$ cat src/core/pacc_regs.svh
`ifndef PACC_REGS_SVH
`define PACC_REGS_SVH

// ----------------------------------------------------------------------------
// Register word offsets (byte address is four times the index).
// ----------------------------------------------------------------------------
`define PACC_IDX_ACC_LOW     4'h0
`define PACC_IDX_ACC_HIGH    4'h1
`define PACC_IDX_ACC_UPPER   4'h2
`define PACC_IDX_STEP_LOW    4'h3
`define PACC_IDX_STEP_HIGH   4'h4
`define PACC_IDX_STEP_UPPER  4'h5
`define PACC_IDX_CTRL        4'h6
`define PACC_IDX_IRQ_STATUS  4'h7
`define PACC_IDX_IRQ_ENABLE  4'h8
`define PACC_IDX_IRQ_CLEAR   4'h9

// ----------------------------------------------------------------------------
// Fields and reset values.
// ----------------------------------------------------------------------------
`define PACC_ACC_RESET       20'h0_0000
`define PACC_STEP_RESET      20'h0_0001
`define PACC_UPPER_MASK      8'h0F
`define PACC_CTRL_EN_BIT     0
`define PACC_IRQ_OVF_BIT     0
`define PACC_IRQ_MASK        8'h01
`define PACC_ZERO_BYTE       8'h00
`define PACC_ZERO_WORD       32'h0000_0000

`endif

$ cat src/core/pacc_pkg.sv
package pacc_pkg;

    typedef struct packed {
        logic [3:0] upper;
        logic [7:0] high;
        logic [7:0] low;
    } pacc_word_t;

    typedef enum logic [1:0] {
        PACC_BUS_IDLE,
        PACC_BUS_ANSWER
    } pacc_bus_state_t;

endpackage

$ cat src/core/pacc_edge_sync.sv
`timescale 1ns/1ps
`default_nettype none

// ----------------------------------------------------------------------------
// Two-flop sampler of the oscillator input clock with edge strobes.
// ----------------------------------------------------------------------------
module pacc_edge_sync (
    input  wire logic clk_in,
    input  wire logic reset_in,
    input  wire logic level_in,
    output logic      rise_out,
    output logic      fall_out
);

    logic meta;
    logic stable;
    logic prev;

    // The first stage feeds only the second, so edge logic never sees a metastable value.
    always_ff @(posedge clk_in) begin
        if (reset_in) begin
            meta   <= 1'b0;
            stable <= 1'b0;
            prev   <= 1'b0;
        end else begin
            meta   <= level_in;
            stable <= meta;
            prev   <= stable;
        end
    end

    assign rise_out = stable & ~prev;
    assign fall_out = ~stable & prev;

endmodule

`default_nettype wire

$ cat src/core/pacc_top.sv
// Chosen here: the Avalon-MM register port and the register addresses.
`timescale 1ns/1ps
`default_nettype none
`include "pacc_regs.svh"

module pacc_top #(
    parameter int ACC_WIDTH = 20
) (
    input  wire logic        clk_in,
    input  wire logic        reset_in,
    input  wire logic [5:0]  avs_address_in,
    input  wire logic        avs_read_in,
    input  wire logic        avs_write_in,
    input  wire logic [31:0] avs_writedata_in,
    input  wire logic [3:0]  avs_byteenable_in,
    output logic [31:0]      avs_readdata_out,
    output logic             avs_waitrequest_out,
    input  wire logic        osc_input_clock_in,
    output logic             osc_enable_out,
    output logic             accum_carry_out,
    output logic             irq_out
);

    // ------------------------------------------------------------------------
    // State.
    // ------------------------------------------------------------------------
    pacc_pkg::pacc_word_t      phase_accum;
    pacc_pkg::pacc_word_t      phase_step;
    logic [ACC_WIDTH-1:0]      step_working_buffer;
    logic                      osc_enable;
    logic                      overflow_irq_flag;
    logic                      irq_enable;
    logic                      load_pending;
    logic                      osc_rise;
    logic                      osc_fall;
    pacc_pkg::pacc_bus_state_t bus_state;
    logic [ACC_WIDTH:0]        next_sum;
    logic                      wr_take;
    logic                      rd_take;
    logic [3:0]                reg_index;
    logic [7:0]                wbyte;

    function automatic logic hit(input logic [3:0] idx, input logic [3:0] want);
        hit = (idx == want);
    endfunction

    pacc_edge_sync u_edge (
        .clk_in   (clk_in),
        .reset_in (reset_in),
        .level_in (osc_input_clock_in),
        .rise_out (osc_rise),
        .fall_out (osc_fall)
    );

    // ------------------------------------------------------------------------
    // Bus handshake: one wait cycle, answered in the second.
    // ------------------------------------------------------------------------
    assign reg_index = avs_address_in[5:2];
    assign wbyte     = avs_writedata_in[7:0];
    assign wr_take   = avs_write_in & (bus_state == pacc_pkg::PACC_BUS_ANSWER);
    assign rd_take   = avs_read_in & (bus_state == pacc_pkg::PACC_BUS_ANSWER);
    assign avs_waitrequest_out = (avs_read_in | avs_write_in)
                                 & (bus_state != pacc_pkg::PACC_BUS_ANSWER);

    always_ff @(posedge clk_in) begin
        if (reset_in) begin
            bus_state <= pacc_pkg::PACC_BUS_IDLE;
        end else begin
            case (bus_state)
                pacc_pkg::PACC_BUS_IDLE: begin
                    if (avs_read_in | avs_write_in) begin
                        bus_state <= pacc_pkg::PACC_BUS_ANSWER;
                    end
                end
                pacc_pkg::PACC_BUS_ANSWER: begin
                    bus_state <= pacc_pkg::PACC_BUS_IDLE;
                end
                default: begin
                    bus_state <= pacc_pkg::PACC_BUS_IDLE;
                end
            endcase
        end
    end

    // ------------------------------------------------------------------------
    // Control and step registers.
    // ------------------------------------------------------------------------
    always_ff @(posedge clk_in) begin
        if (reset_in) begin
            osc_enable <= 1'b0;
            irq_enable <= 1'b0;
        end else if (wr_take & avs_byteenable_in[0]) begin
            if (hit(reg_index, `PACC_IDX_CTRL)) begin
                osc_enable <= wbyte[`PACC_CTRL_EN_BIT];
            end
            if (hit(reg_index, `PACC_IDX_IRQ_ENABLE)) begin
                irq_enable <= wbyte[`PACC_IRQ_OVF_BIT];
            end
        end
    end

    always_ff @(posedge clk_in) begin
        if (reset_in) begin
            phase_step <= `PACC_STEP_RESET;
        end else if (wr_take & avs_byteenable_in[0]) begin
            if (hit(reg_index, `PACC_IDX_STEP_LOW)) begin
                phase_step.low <= wbyte;
            end
            if (hit(reg_index, `PACC_IDX_STEP_HIGH)) begin
                phase_step.high <= wbyte;
            end
            if (hit(reg_index, `PACC_IDX_STEP_UPPER)) begin
                phase_step.upper <= wbyte[3:0];
            end
        end
    end

    chk_step_low_write: assert property (@(posedge clk_in) disable iff (reset_in)
        (wr_take & avs_byteenable_in[0] & hit(reg_index, `PACC_IDX_STEP_LOW))
        |=> (phase_step.low == $past(wbyte)))
        else $error("Step low byte write was lost.");

    chk_step_high_write: assert property (@(posedge clk_in) disable iff (reset_in)
        (wr_take & avs_byteenable_in[0] & hit(reg_index, `PACC_IDX_STEP_HIGH))
        |=> (phase_step.high == $past(wbyte)))
        else $error("Step high byte write was lost.");

    chk_step_upper_write: assert property (@(posedge clk_in) disable iff (reset_in)
        (wr_take & avs_byteenable_in[0] & hit(reg_index, `PACC_IDX_STEP_UPPER))
        |=> (phase_step.upper == $past(wbyte[3:0])))
        else $error("Step upper nibble write was lost.");

    chk_step_held: assert property (@(posedge clk_in) disable iff (reset_in)
        ~wr_take |=> $stable(phase_step))
        else $error("Step changed without a register write.");

    // ------------------------------------------------------------------------
    // Working buffer. While enabled, a write to the low byte arms a load that happens on the
    // next falling input edge, so the adder never sees a half-written step.
    // ------------------------------------------------------------------------
    always_ff @(posedge clk_in) begin
        if (reset_in) begin
            load_pending <= 1'b0;
        end else if (wr_take & avs_byteenable_in[0] & hit(reg_index, `PACC_IDX_STEP_LOW)
                     & osc_enable) begin
            load_pending <= 1'b1;
        end else if (osc_fall | ~osc_enable) begin
            load_pending <= 1'b0;
        end
    end

    always_ff @(posedge clk_in) begin
        if (reset_in) begin
            step_working_buffer <= `PACC_STEP_RESET;
        end else if (~osc_enable) begin
            step_working_buffer <= phase_step;
        end else if (load_pending & osc_fall) begin
            step_working_buffer <= phase_step;
        end
    end

    chk_arm_on_low: assert property (@(posedge clk_in) disable iff (reset_in)
        (wr_take & avs_byteenable_in[0] & hit(reg_index, `PACC_IDX_STEP_LOW) & osc_enable)
        |=> load_pending)
        else $error("Low step write did not arm the buffer load.");

    chk_load_on_fall: assert property (@(posedge clk_in) disable iff (reset_in)
        (load_pending & osc_fall) |=> (step_working_buffer == $past(phase_step)))
        else $error("Working buffer missed its falling edge load.");

    // ------------------------------------------------------------------------
    // Accumulator. A software write taken in the same cycle as a rise while running collides with the adder;
    // the adder wins and the byte write in that cycle is dropped.
    // ------------------------------------------------------------------------
    assign next_sum = {1'b0, phase_accum} + {1'b0, step_working_buffer};

    always_ff @(posedge clk_in) begin
        if (reset_in) begin
            phase_accum <= `PACC_ACC_RESET;
        end else if (osc_enable & osc_rise) begin
            phase_accum <= next_sum[ACC_WIDTH-1:0];
        end else if (wr_take & avs_byteenable_in[0]) begin
            if (hit(reg_index, `PACC_IDX_ACC_LOW)) begin
                phase_accum.low <= wbyte;
            end
            if (hit(reg_index, `PACC_IDX_ACC_HIGH)) begin
                phase_accum.high <= wbyte;
            end
            if (hit(reg_index, `PACC_IDX_ACC_UPPER)) begin
                phase_accum.upper <= wbyte[3:0];
            end
        end
    end

    always_ff @(posedge clk_in) begin
        if (reset_in) begin
            accum_carry_out <= 1'b0;
        end else begin
            accum_carry_out <= osc_enable & osc_rise & next_sum[ACC_WIDTH];
        end
    end

    chk_acc_low_write: assert property (@(posedge clk_in) disable iff (reset_in)
        (wr_take & avs_byteenable_in[0] & hit(reg_index, `PACC_IDX_ACC_LOW)
         & ~(osc_enable & osc_rise)) |=> (phase_accum.low == $past(wbyte)))
        else $error("Accumulator low byte write was lost.");

    chk_acc_high_write: assert property (@(posedge clk_in) disable iff (reset_in)
        (wr_take & avs_byteenable_in[0] & hit(reg_index, `PACC_IDX_ACC_HIGH)
         & ~(osc_enable & osc_rise)) |=> (phase_accum.high == $past(wbyte)))
        else $error("Accumulator high byte write was lost.");

    chk_acc_upper_write: assert property (@(posedge clk_in) disable iff (reset_in)
        (wr_take & avs_byteenable_in[0] & hit(reg_index, `PACC_IDX_ACC_UPPER)
         & ~(osc_enable & osc_rise)) |=> (phase_accum.upper == $past(wbyte[3:0])))
        else $error("Accumulator upper nibble write was lost.");

    chk_acc_held: assert property (@(posedge clk_in) disable iff (reset_in)
        (~(osc_enable & osc_rise) & ~wr_take) |=> $stable(phase_accum))
        else $error("Accumulator moved without a rise or a write.");

    chk_carry_origin: assert property (@(posedge clk_in) disable iff (reset_in)
        accum_carry_out |-> $past(osc_enable & osc_rise & next_sum[ACC_WIDTH]))
        else $error("Carry out without an overflow.");

    // ------------------------------------------------------------------------
    // Interrupt: a carry in the same cycle as a clear keeps the flag set.
    // ------------------------------------------------------------------------
    always_ff @(posedge clk_in) begin
        if (reset_in) begin
            overflow_irq_flag <= 1'b0;
        end else if (accum_carry_out) begin
            overflow_irq_flag <= 1'b1;
        end else if (wr_take & avs_byteenable_in[0] & hit(reg_index, `PACC_IDX_IRQ_CLEAR)
                     & wbyte[`PACC_IRQ_OVF_BIT]) begin
            overflow_irq_flag <= 1'b0;
        end
    end

    assign irq_out        = overflow_irq_flag & irq_enable;
    assign osc_enable_out = osc_enable;

    chk_flag_clear: assert property (@(posedge clk_in) disable iff (reset_in)
        (~accum_carry_out & wr_take & avs_byteenable_in[0]
         & hit(reg_index, `PACC_IDX_IRQ_CLEAR) & wbyte[`PACC_IRQ_OVF_BIT])
        |=> ~overflow_irq_flag)
        else $error("Overflow flag survived a clear.");

    chk_flag_origin: assert property (@(posedge clk_in) disable iff (reset_in)
        $rose(overflow_irq_flag) |-> $past(accum_carry_out))
        else $error("Overflow flag set without a carry.");

    // ------------------------------------------------------------------------
    // Read data. Bytes are sampled one at a time, so a 20-bit read can tear.
    // ------------------------------------------------------------------------
    always_ff @(posedge clk_in) begin
        if (reset_in) begin
            avs_readdata_out <= `PACC_ZERO_WORD;
        end else if (avs_read_in & (bus_state == pacc_pkg::PACC_BUS_IDLE)) begin
            case (reg_index)
                `PACC_IDX_ACC_LOW:    avs_readdata_out <= {24'h00_0000, phase_accum.low};
                `PACC_IDX_ACC_HIGH:   avs_readdata_out <= {24'h00_0000, phase_accum.high};
                `PACC_IDX_ACC_UPPER:  avs_readdata_out <= {28'h000_0000, phase_accum.upper};
                `PACC_IDX_STEP_LOW:   avs_readdata_out <= {24'h00_0000, phase_step.low};
                `PACC_IDX_STEP_HIGH:  avs_readdata_out <= {24'h00_0000, phase_step.high};
                `PACC_IDX_STEP_UPPER: avs_readdata_out <= {28'h000_0000, phase_step.upper};
                `PACC_IDX_CTRL:       avs_readdata_out <= {31'h0000_0000, osc_enable};
                `PACC_IDX_IRQ_STATUS: avs_readdata_out <= {31'h0000_0000, overflow_irq_flag};
                `PACC_IDX_IRQ_ENABLE: avs_readdata_out <= {31'h0000_0000, irq_enable};
                default:              avs_readdata_out <= `PACC_ZERO_WORD;
            endcase
        end
    end

    chk_read_step_low: assert property (@(posedge clk_in) disable iff (reset_in)
        (rd_take & $past(avs_read_in) & $stable(reg_index)
         & hit(reg_index, `PACC_IDX_STEP_LOW))
        |-> (avs_readdata_out == {24'h00_0000, $past(phase_step.low)}))
        else $error("Step low byte read back wrong.");

    chk_read_acc_low: assert property (@(posedge clk_in) disable iff (reset_in)
        (rd_take & $past(avs_read_in) & $stable(reg_index)
         & hit(reg_index, `PACC_IDX_ACC_LOW))
        |-> (avs_readdata_out == {24'h00_0000, $past(phase_accum.low)}))
        else $error("Accumulator low byte read back wrong.");

    // ------------------------------------------------------------------------
    // Checks.
    // ------------------------------------------------------------------------
    chk_acc_adds_step: assert property (@(posedge clk_in) disable iff (reset_in)
        (osc_enable & osc_rise) |=> (phase_accum == $past(next_sum[ACC_WIDTH-1:0])))
        else $error("Accumulator did not add the working step.");

    chk_carry_pulse: assert property (@(posedge clk_in) disable iff (reset_in)
        (osc_enable & osc_rise & next_sum[ACC_WIDTH]) |=> accum_carry_out)
        else $error("Carry out missing after overflow.");

    chk_flag_sticky: assert property (@(posedge clk_in) disable iff (reset_in)
        accum_carry_out |=> overflow_irq_flag)
        else $error("Overflow flag not set after carry.");

    chk_flag_holds: assert property (@(posedge clk_in) disable iff (reset_in)
        (overflow_irq_flag & ~(wr_take & hit(reg_index, `PACC_IDX_IRQ_CLEAR)))
        |=> overflow_irq_flag)
        else $error("Overflow flag dropped without a clear.");

    chk_buffer_immediate: assert property (@(posedge clk_in) disable iff (reset_in)
        ~osc_enable |=> (step_working_buffer == $past(phase_step)))
        else $error("Disabled buffer did not track the step.");

    chk_buffer_waits: assert property (@(posedge clk_in) disable iff (reset_in)
        (osc_enable & $past(osc_enable) & ~$past(osc_fall))
        |-> $stable(step_working_buffer))
        else $error("Working buffer changed without a falling edge.");

    chk_upper_zero: assert property (@(posedge clk_in) disable iff (reset_in)
        (bus_state == pacc_pkg::PACC_BUS_ANSWER) & avs_read_in
        & (hit(reg_index, `PACC_IDX_ACC_UPPER) | hit(reg_index, `PACC_IDX_STEP_UPPER))
        |-> (avs_readdata_out[7:4] == 4'h0))
        else $error("Upper byte high nibble not zero.");

    chk_step_reset: assert property (@(posedge clk_in)
        $past(reset_in) |-> (phase_step == `PACC_STEP_RESET)
        && (step_working_buffer == `PACC_STEP_RESET))
        else $error("Step did not reset to one.");

    chk_acc_reset: assert property (@(posedge clk_in)
        $past(reset_in) |-> (phase_accum == `PACC_ACC_RESET))
        else $error("Accumulator did not reset to zero.");

endmodule

`default_nettype wire

$ cat config.mk
export PLATFORM = sky130hd
export DESIGN_NAME = pacc_top
export DESIGN_NICKNAME = d
export VERILOG_FILES = /design/src/core/pacc_pkg.sv /design/src/core/pacc_edge_sync.sv /design/src/core/pacc_top.sv
export VERILOG_INCLUDE_DIRS = /design/src /design/src/core
export SDC_FILE = /design/constraint.sdc
export NUM_CORES = 1
export LEC_CHECK = 0
export ABC_AREA = 1
export BUFFER_PORTS_ARGS = -buffer_cell sky130_fd_sc_hd__buf_2
export CAP_MARGIN = 20
export CORE_UTILIZATION = 50
export DETAILED_ROUTE_END_ITERATION = 10
export HOLD_SLACK_MARGIN = 0.12
export PLACE_DENSITY = 0.73
export SYNTH_ARGS = -nofsm -noshare
export SYNTH_HDL_FRONTEND = slang
export SYNTH_SLANG_ARGS = --single-unit
export TNS_END_PERCENT = 30
$ cat constraint.sdc
create_clock -name clk_in -period 4.95 [get_ports clk_in]
set_clock_uncertainty 0.2 [all_clocks]
set_input_delay 0.99 -clock clk_in [delete_from_list [all_inputs] [get_ports clk_in]]
set_output_delay 0.99 -clock clk_in [all_outputs]
set_load 0.005 [all_outputs]
==> Word level (Yosys, flattened, before mapping) <==
Index checks and enable logic that the tools add are counted.
{ "word_totals": {"ff_bits": 101, "latchBits": 0, "ramBits": 0, "romBits": 0, "inputBits": 47, "elab_cells": 78, "memories": 0} }
{ "op_classes": {"addsub": 1, "multipliers": 0, "div": 0, "magnitude_cmp": 0, "n_eq_ne": 10, "n_shift": 0, "muxes": 12, "bitwise_logic": 21, "reduce_logical": 17} }
{ "op_table": {"columns": ["operator", "n"], "rows": [
  ["two-way mux 20 bit", 4],
  ["one-hot mux 8 bit (9 select lines)", 1],
  ["adder 20 x 20 -> 21 bit", 1],
  ["equality test 4 x 3 -> 1 bit (second input constant)", 4],
  ["two-way mux 8 bit", 2],
  ["AND reduction 2 bit", 8],
  ["AND 1 bit", 14],
  ["nonzero test 2 bit", 6],
  ["equality test 4 x 2 -> 1 bit (second input constant)", 2],
  ["equality test 4 bit (second input constant)", 2],
  ["inverter 1 bit", 5],
  ["equality test 4 x 1 -> 1 bit (second input constant)", 1],
  ["logical NOT 4 bit", 1],
  ["two-way mux 1 bit", 4],
  ["two-way mux 4 bit", 1],
  ["logical NOT 2 bit", 1],
  ["!= test 2 x 1 -> 1 bit (second input constant)", 1],
  ["bitwise OR 1 bit", 2],
  ["OR reduction 2 bit", 1]
]} }

==> Logic depth before layout (Yosys ltp) <==
{ "logic_depth": {"depth_word": 6, "depth_mapped": 14} }

==> Hierarchy <==
A second synthesis with hierarchy kept.
{ "unflattened": {"hier_cells": 709, "hier_area_um2": 4574.4} }
{ "by_module_without_submodules": {"columns": ["module", "n_inst", "cells_per_inst", "area_per_inst_um2", "seq_area_each_um2"], "rows": [
  ["pacc_top", 1, 697, 4480.5, 1481.4],
  ["pacc_edge_sync", 1, 12, 93.8, 60.1]
]} }

==> Least setup slack after synthesis <==
Ideal clock, no wire load.
{ "synth_path": {"path_type": "input to output", "start": "input avs_write_in", "end": "output avs_waitrequest_out", "arrival_time_ps": 1160, "required_ps": 3760, "path_slack_ps": 2600, "stages": 2, "path_cell_list": "nor2_1 nor2_1"} }
{ "synth_via": {"elab_chain_cells": 2} }
{ "synth_rtl": {"columns": ["element", "line_no", "rtl"], "rows": [
  ["from (decl)", "pacc_top.sv:13", "input wire logic avs_write_in,"],
  ["bitwise OR 1 bit", "pacc_top.sv:62", "assign avs_waitrequest_out = (avs_read_in | avs_write_in)"],
  ["AND 1 bit", "pacc_top.sv:63", "& (bus_state != pacc_pkg::PACC_BUS_ANSWER);"],
  ["to (decl)", "pacc_top.sv:17", "output logic avs_waitrequest_out,"]
]} }
No other way between the ends.

==> Worst setup path after layout <==
{ "layout_path": {"start": "register osc_enable (netlist: osc_enable_out)", "end": "register phase_accum[9] in the netlist's numbering"} }
{ "layout_via": {"elab_chain_cells": 3} }
{ "layout_rtl": {"columns": ["element", "line_no", "rtl"], "rows": [
  ["from (decl)", "pacc_top.sv:30", "logic osc_enable;"],
  ["from (signal assigned)", "pacc_top.sv:94", "osc_enable <= wbyte[`PACC_CTRL_EN_BIT];"],
  ["AND 1 bit *", "pacc_top.sv:180", "end else if (osc_enable & osc_rise) begin"],
  ["nonzero test 2 bit (no line)", null, null],
  ["AND reduction 2 bit (no line)", null, null],
  ["to (signal assigned)", "pacc_top.sv:179", "phase_accum <= `PACC_ACC_RESET;"],
  ["to (signal assigned)", "pacc_top.sv:181", "phase_accum <= next_sum[ACC_WIDTH-1:0];"],
  ["to (decl)", "pacc_top.sv:27", "pacc_pkg::pacc_word_t phase_accum;"]
]} }
Every way passes the cells marked *; elsewhere a longest branch is shown, timed or not.
A chain may end at the register's enable or synchronous reset.

==> results.toml <==
[timing]
final-hold-violation-count = 0
tightestPinTransition_ps = 976
fin_tns_setup_ps = 0
period_share_pct = 59.3
slew_viol_final = 0
period_minus_slack_ps = 2940
setup_violations = 0
max_freq_ghz = 0.341
rsz0062_at_grt = "false"
relSlewSlack_pct = 34.7

[hold_path]
hold_class = "reg -> reg"
hold_path_depth = 2
hold_end = "u_edge.stable"
min_from = "u_edge.meta"

[grt]
grt_overflow = 0
grt_usage_pct = 27.6
first_global_vias = 4253
grt_max_degree = 36
antenna_found_initial = 0
grt_pass1_wl_mm = 20.8

[power_and_ir_drop]
p_leak_uw = 0.00241
p_switching_uw = 291
power.share.clock_pct = 41.3
p_sw_share_pct = 24.7
comb_power_share_pct = 5.5
pwr_density_cell_nw_per_um2 = 239
pwr-share-seq_pct = 53.1
peakVddDrop_v = 0.000205
p_int_uw = 887

[clock_tree]
tritoncts = "done"
cts_setup_buffers = 0
clkTransAtPathRegs_ps = 80
cts_resized = 0
cts-hold-fix-buffers = 0
htree_levels = 3
cts_root_buffer = "clkbuf_8"
clk_latency_ps = 350
clk_path_buf_depth = 2
cts_buffers = 9
cts_sinks = 77

[critical_path]
critPathCaptureType = "flop"
timing.rr.end = "phase_accum[9]"
cp.required_ps = 5050
path_cells = "inv_1 > nor2_1 > nand2_1 > nor2_1 > inv_2 > a21oi_1 > o21ai_0 > nand2_1"
crit_type = "reg -> reg"
crit_fanout = 22
crit_path_start_kind = "flop"
rrSetupSlack_ps = 2010
worst_path_max_delay_cell = "nor2_1"
cp_num_buf_inv = 2
slowest_delay_ps = 960
reg2reg_from = "osc_enable_out"
crit_family = "simple AND/OR/NAND/NOR gates"
worstPathArrival_ps = 3030
rr_worst_depth = 8

[yosys]
synthFlopType = "dfxtp_1"
synth_top_area_share_pct = 33.5
synth_enable_flop_cells = 0
synth.area.top_cells = "dfxtp_1 33%, nand2_1 17%, nor2_1 7.3%, o21ai_0 5.6%, ha_1 5.4%"
synth_top_area_cell = "dfxtp_1"
yosysWarnings = 0
synthesis.area_um2 = 4610
synth_area_per_cell_um2 = 6.42
synth_cells = 718
yosysSeqAreaShare_pct = 33.5
synth_cell_types = 36
ys_ff_latch = 77
async_flop_share_pct = 0

[final_layout]
drive_gt1_share_pct = 9.50
area_growth_syn_to_layout_pct = 6.95
instances_no_fill = 855
antenna_cells = 0
final-seq-area_um2 = 1540
multi_input_area_um2 = 2600
nFillCells = 880
nets = 810

[placed_design]
io_buffers = 29
dp_hpwl_mm = 10.0
placed_cells = 839
place_congestion = 0.966

[route]
first_iter_violations = 271
routed_wl_mm = 12.9
wl_per_cell_um = 15.1
via_per_inst = 5.46
antenna_left = 0
drcViolationCount = 3
drtPass1Iterations = 8
vias = 4668

[floorplan]
design.die.area_um2 = 9600
ios = 83
rows = 34
die_h_um = 98
initial_core_util_pct = 52.3
core_um2 = 8810
die_x_um = 98

[outcome]
violations = "DRC"
run_status = "complete, but fails checks"

[flow_run]
cap_violations = 0
==> logic make-up (layout without fill, tap and decap cells) <==
family                     count (synthesis)  after routing  share of synthesized area [%]
AOI/OAI and AO/OA                        133            133                           15.2
other                                      1             24                         0.0814
and+or+nand+nor                          363            363                           32.6
DFF                                       77             77                           33.5
buffers and inverters                    119            125                           12.0
xor gates and xnor gates                   4              4                          0.760
adders and majority gates                 21             21                           5.86
==> per-stage QoR <==
stage / power, µW / setup slack (ps) / hold slack, ps / util (%) / instance area (µm²)
after floorplan: 693 / 2600 / 188 / - / 4690
after global placement: 702 / 2150 / 196 / 53.7 / 4730
after detailed placement: 703 / 2080 / 204 / 53.7 / 4730
after CTS: 1180 / 2070 / 214 / 56.0 / 4930
after global routing: 1210 / 1820 / 250 / 56.0 / 4930
final: 1180 / 2010 / 209 / 56.0 / 4930
==> area by class of cell <==
type | instances | share of cell area [%]
Inverter | 79 | 6.07
Timing Repair Buffer | 30 | 3.10
Multi-Input combinational cell | 545 | 52.7
Sequential cell | 77 | 31.3
Tap cell | 108 | 2.74
Clock inverter | 5 | 1.22
Clock buffer | 11 | 2.87
==> sequential cells by signal, indices dropped and copies added (netlist names), 8 cells and up <==
signal and flops:
phase_accum 20, phase_step 20, step_working_buffer 20, avs_readdata_out 8
==> layout by cell type, fill, tap and decap left out, types with 2 or more instances in the layout <==
master,instances
nor2_2,4
o2111ai_1,3
clkinv_4,2
ha_1,20
conb_1,24
buf_2,29
nor2_1,90
o21bai_1,2
nand2_2,4
clkbuf_8,10
o22ai_1,9
nand4_1,2
nand3_1,39
o21ai_0,52
o21ai_1,15
a21oi_1,48
xnor2_1,4
inv_1,65
o211ai_1,2
dfxtp_1,77
nand3b_1,5
nor3_1,7
nand2_1,205
inv_2,12
nand2_4,2
==> cells in the mapped netlist (all sizes together), types with 5 or more instances <==
cell type  count
nand3b         5
nor2          95
o22ai          9
nor3           7
inv           78
nand3         40
buf           31
o21ai         67
nand2        211
ha            20
clkbuf         9
dfxtp         77
a21oi         48
==> worst max path at each step <==
stage                                  from                  end  slack, ps  cells past startpoint
after floorplan                avs_write_in  avs_waitrequest_out       2600                      2
after global placement    avs_address_in[5]        phase_step[7]       2150                      7
after detailed placement  avs_address_in[5]        phase_step[7]       2080                      7
after CTS                    osc_enable_out       phase_accum[9]       2070                      8
after global routing         osc_enable_out       phase_accum[9]       1820                      8
final                        osc_enable_out       phase_accum[9]       2010                      8
==> power groups by stage <==
stage               combinational (µW)  clock, µW  sequential [µW]
floorplan                         53.8          0              639
detailed placement                63.2          0              640
CTS                               63.5        491              626
global route                      71.8        515              626
global placement                  62.1          0              640
finish                            65.3        487              626
==> worst reg2reg max path, stage by stage, from the launching register on <==
cell and delay [ps]:
dfxtp_1 390, inv_1 90, nor2_1 140, nand2_1 520, nor2_1 970, inv_2 230
a21oi_1 180, o21ai_0 100, nand2_1 70
==> layer usage <==
metal | GRT usage [%] | wire length (µm) | vias up
met2 | 45.5 | 5870 | 175
met5 | 0 | 0 | -
met3 | 5.01 | 878 | 24
met4 | 9.67 | 326 | 0
met1 | 36.2 | 5840 | 2156
li1 | - | - | 2313
(Power assumes the default switching activity.)
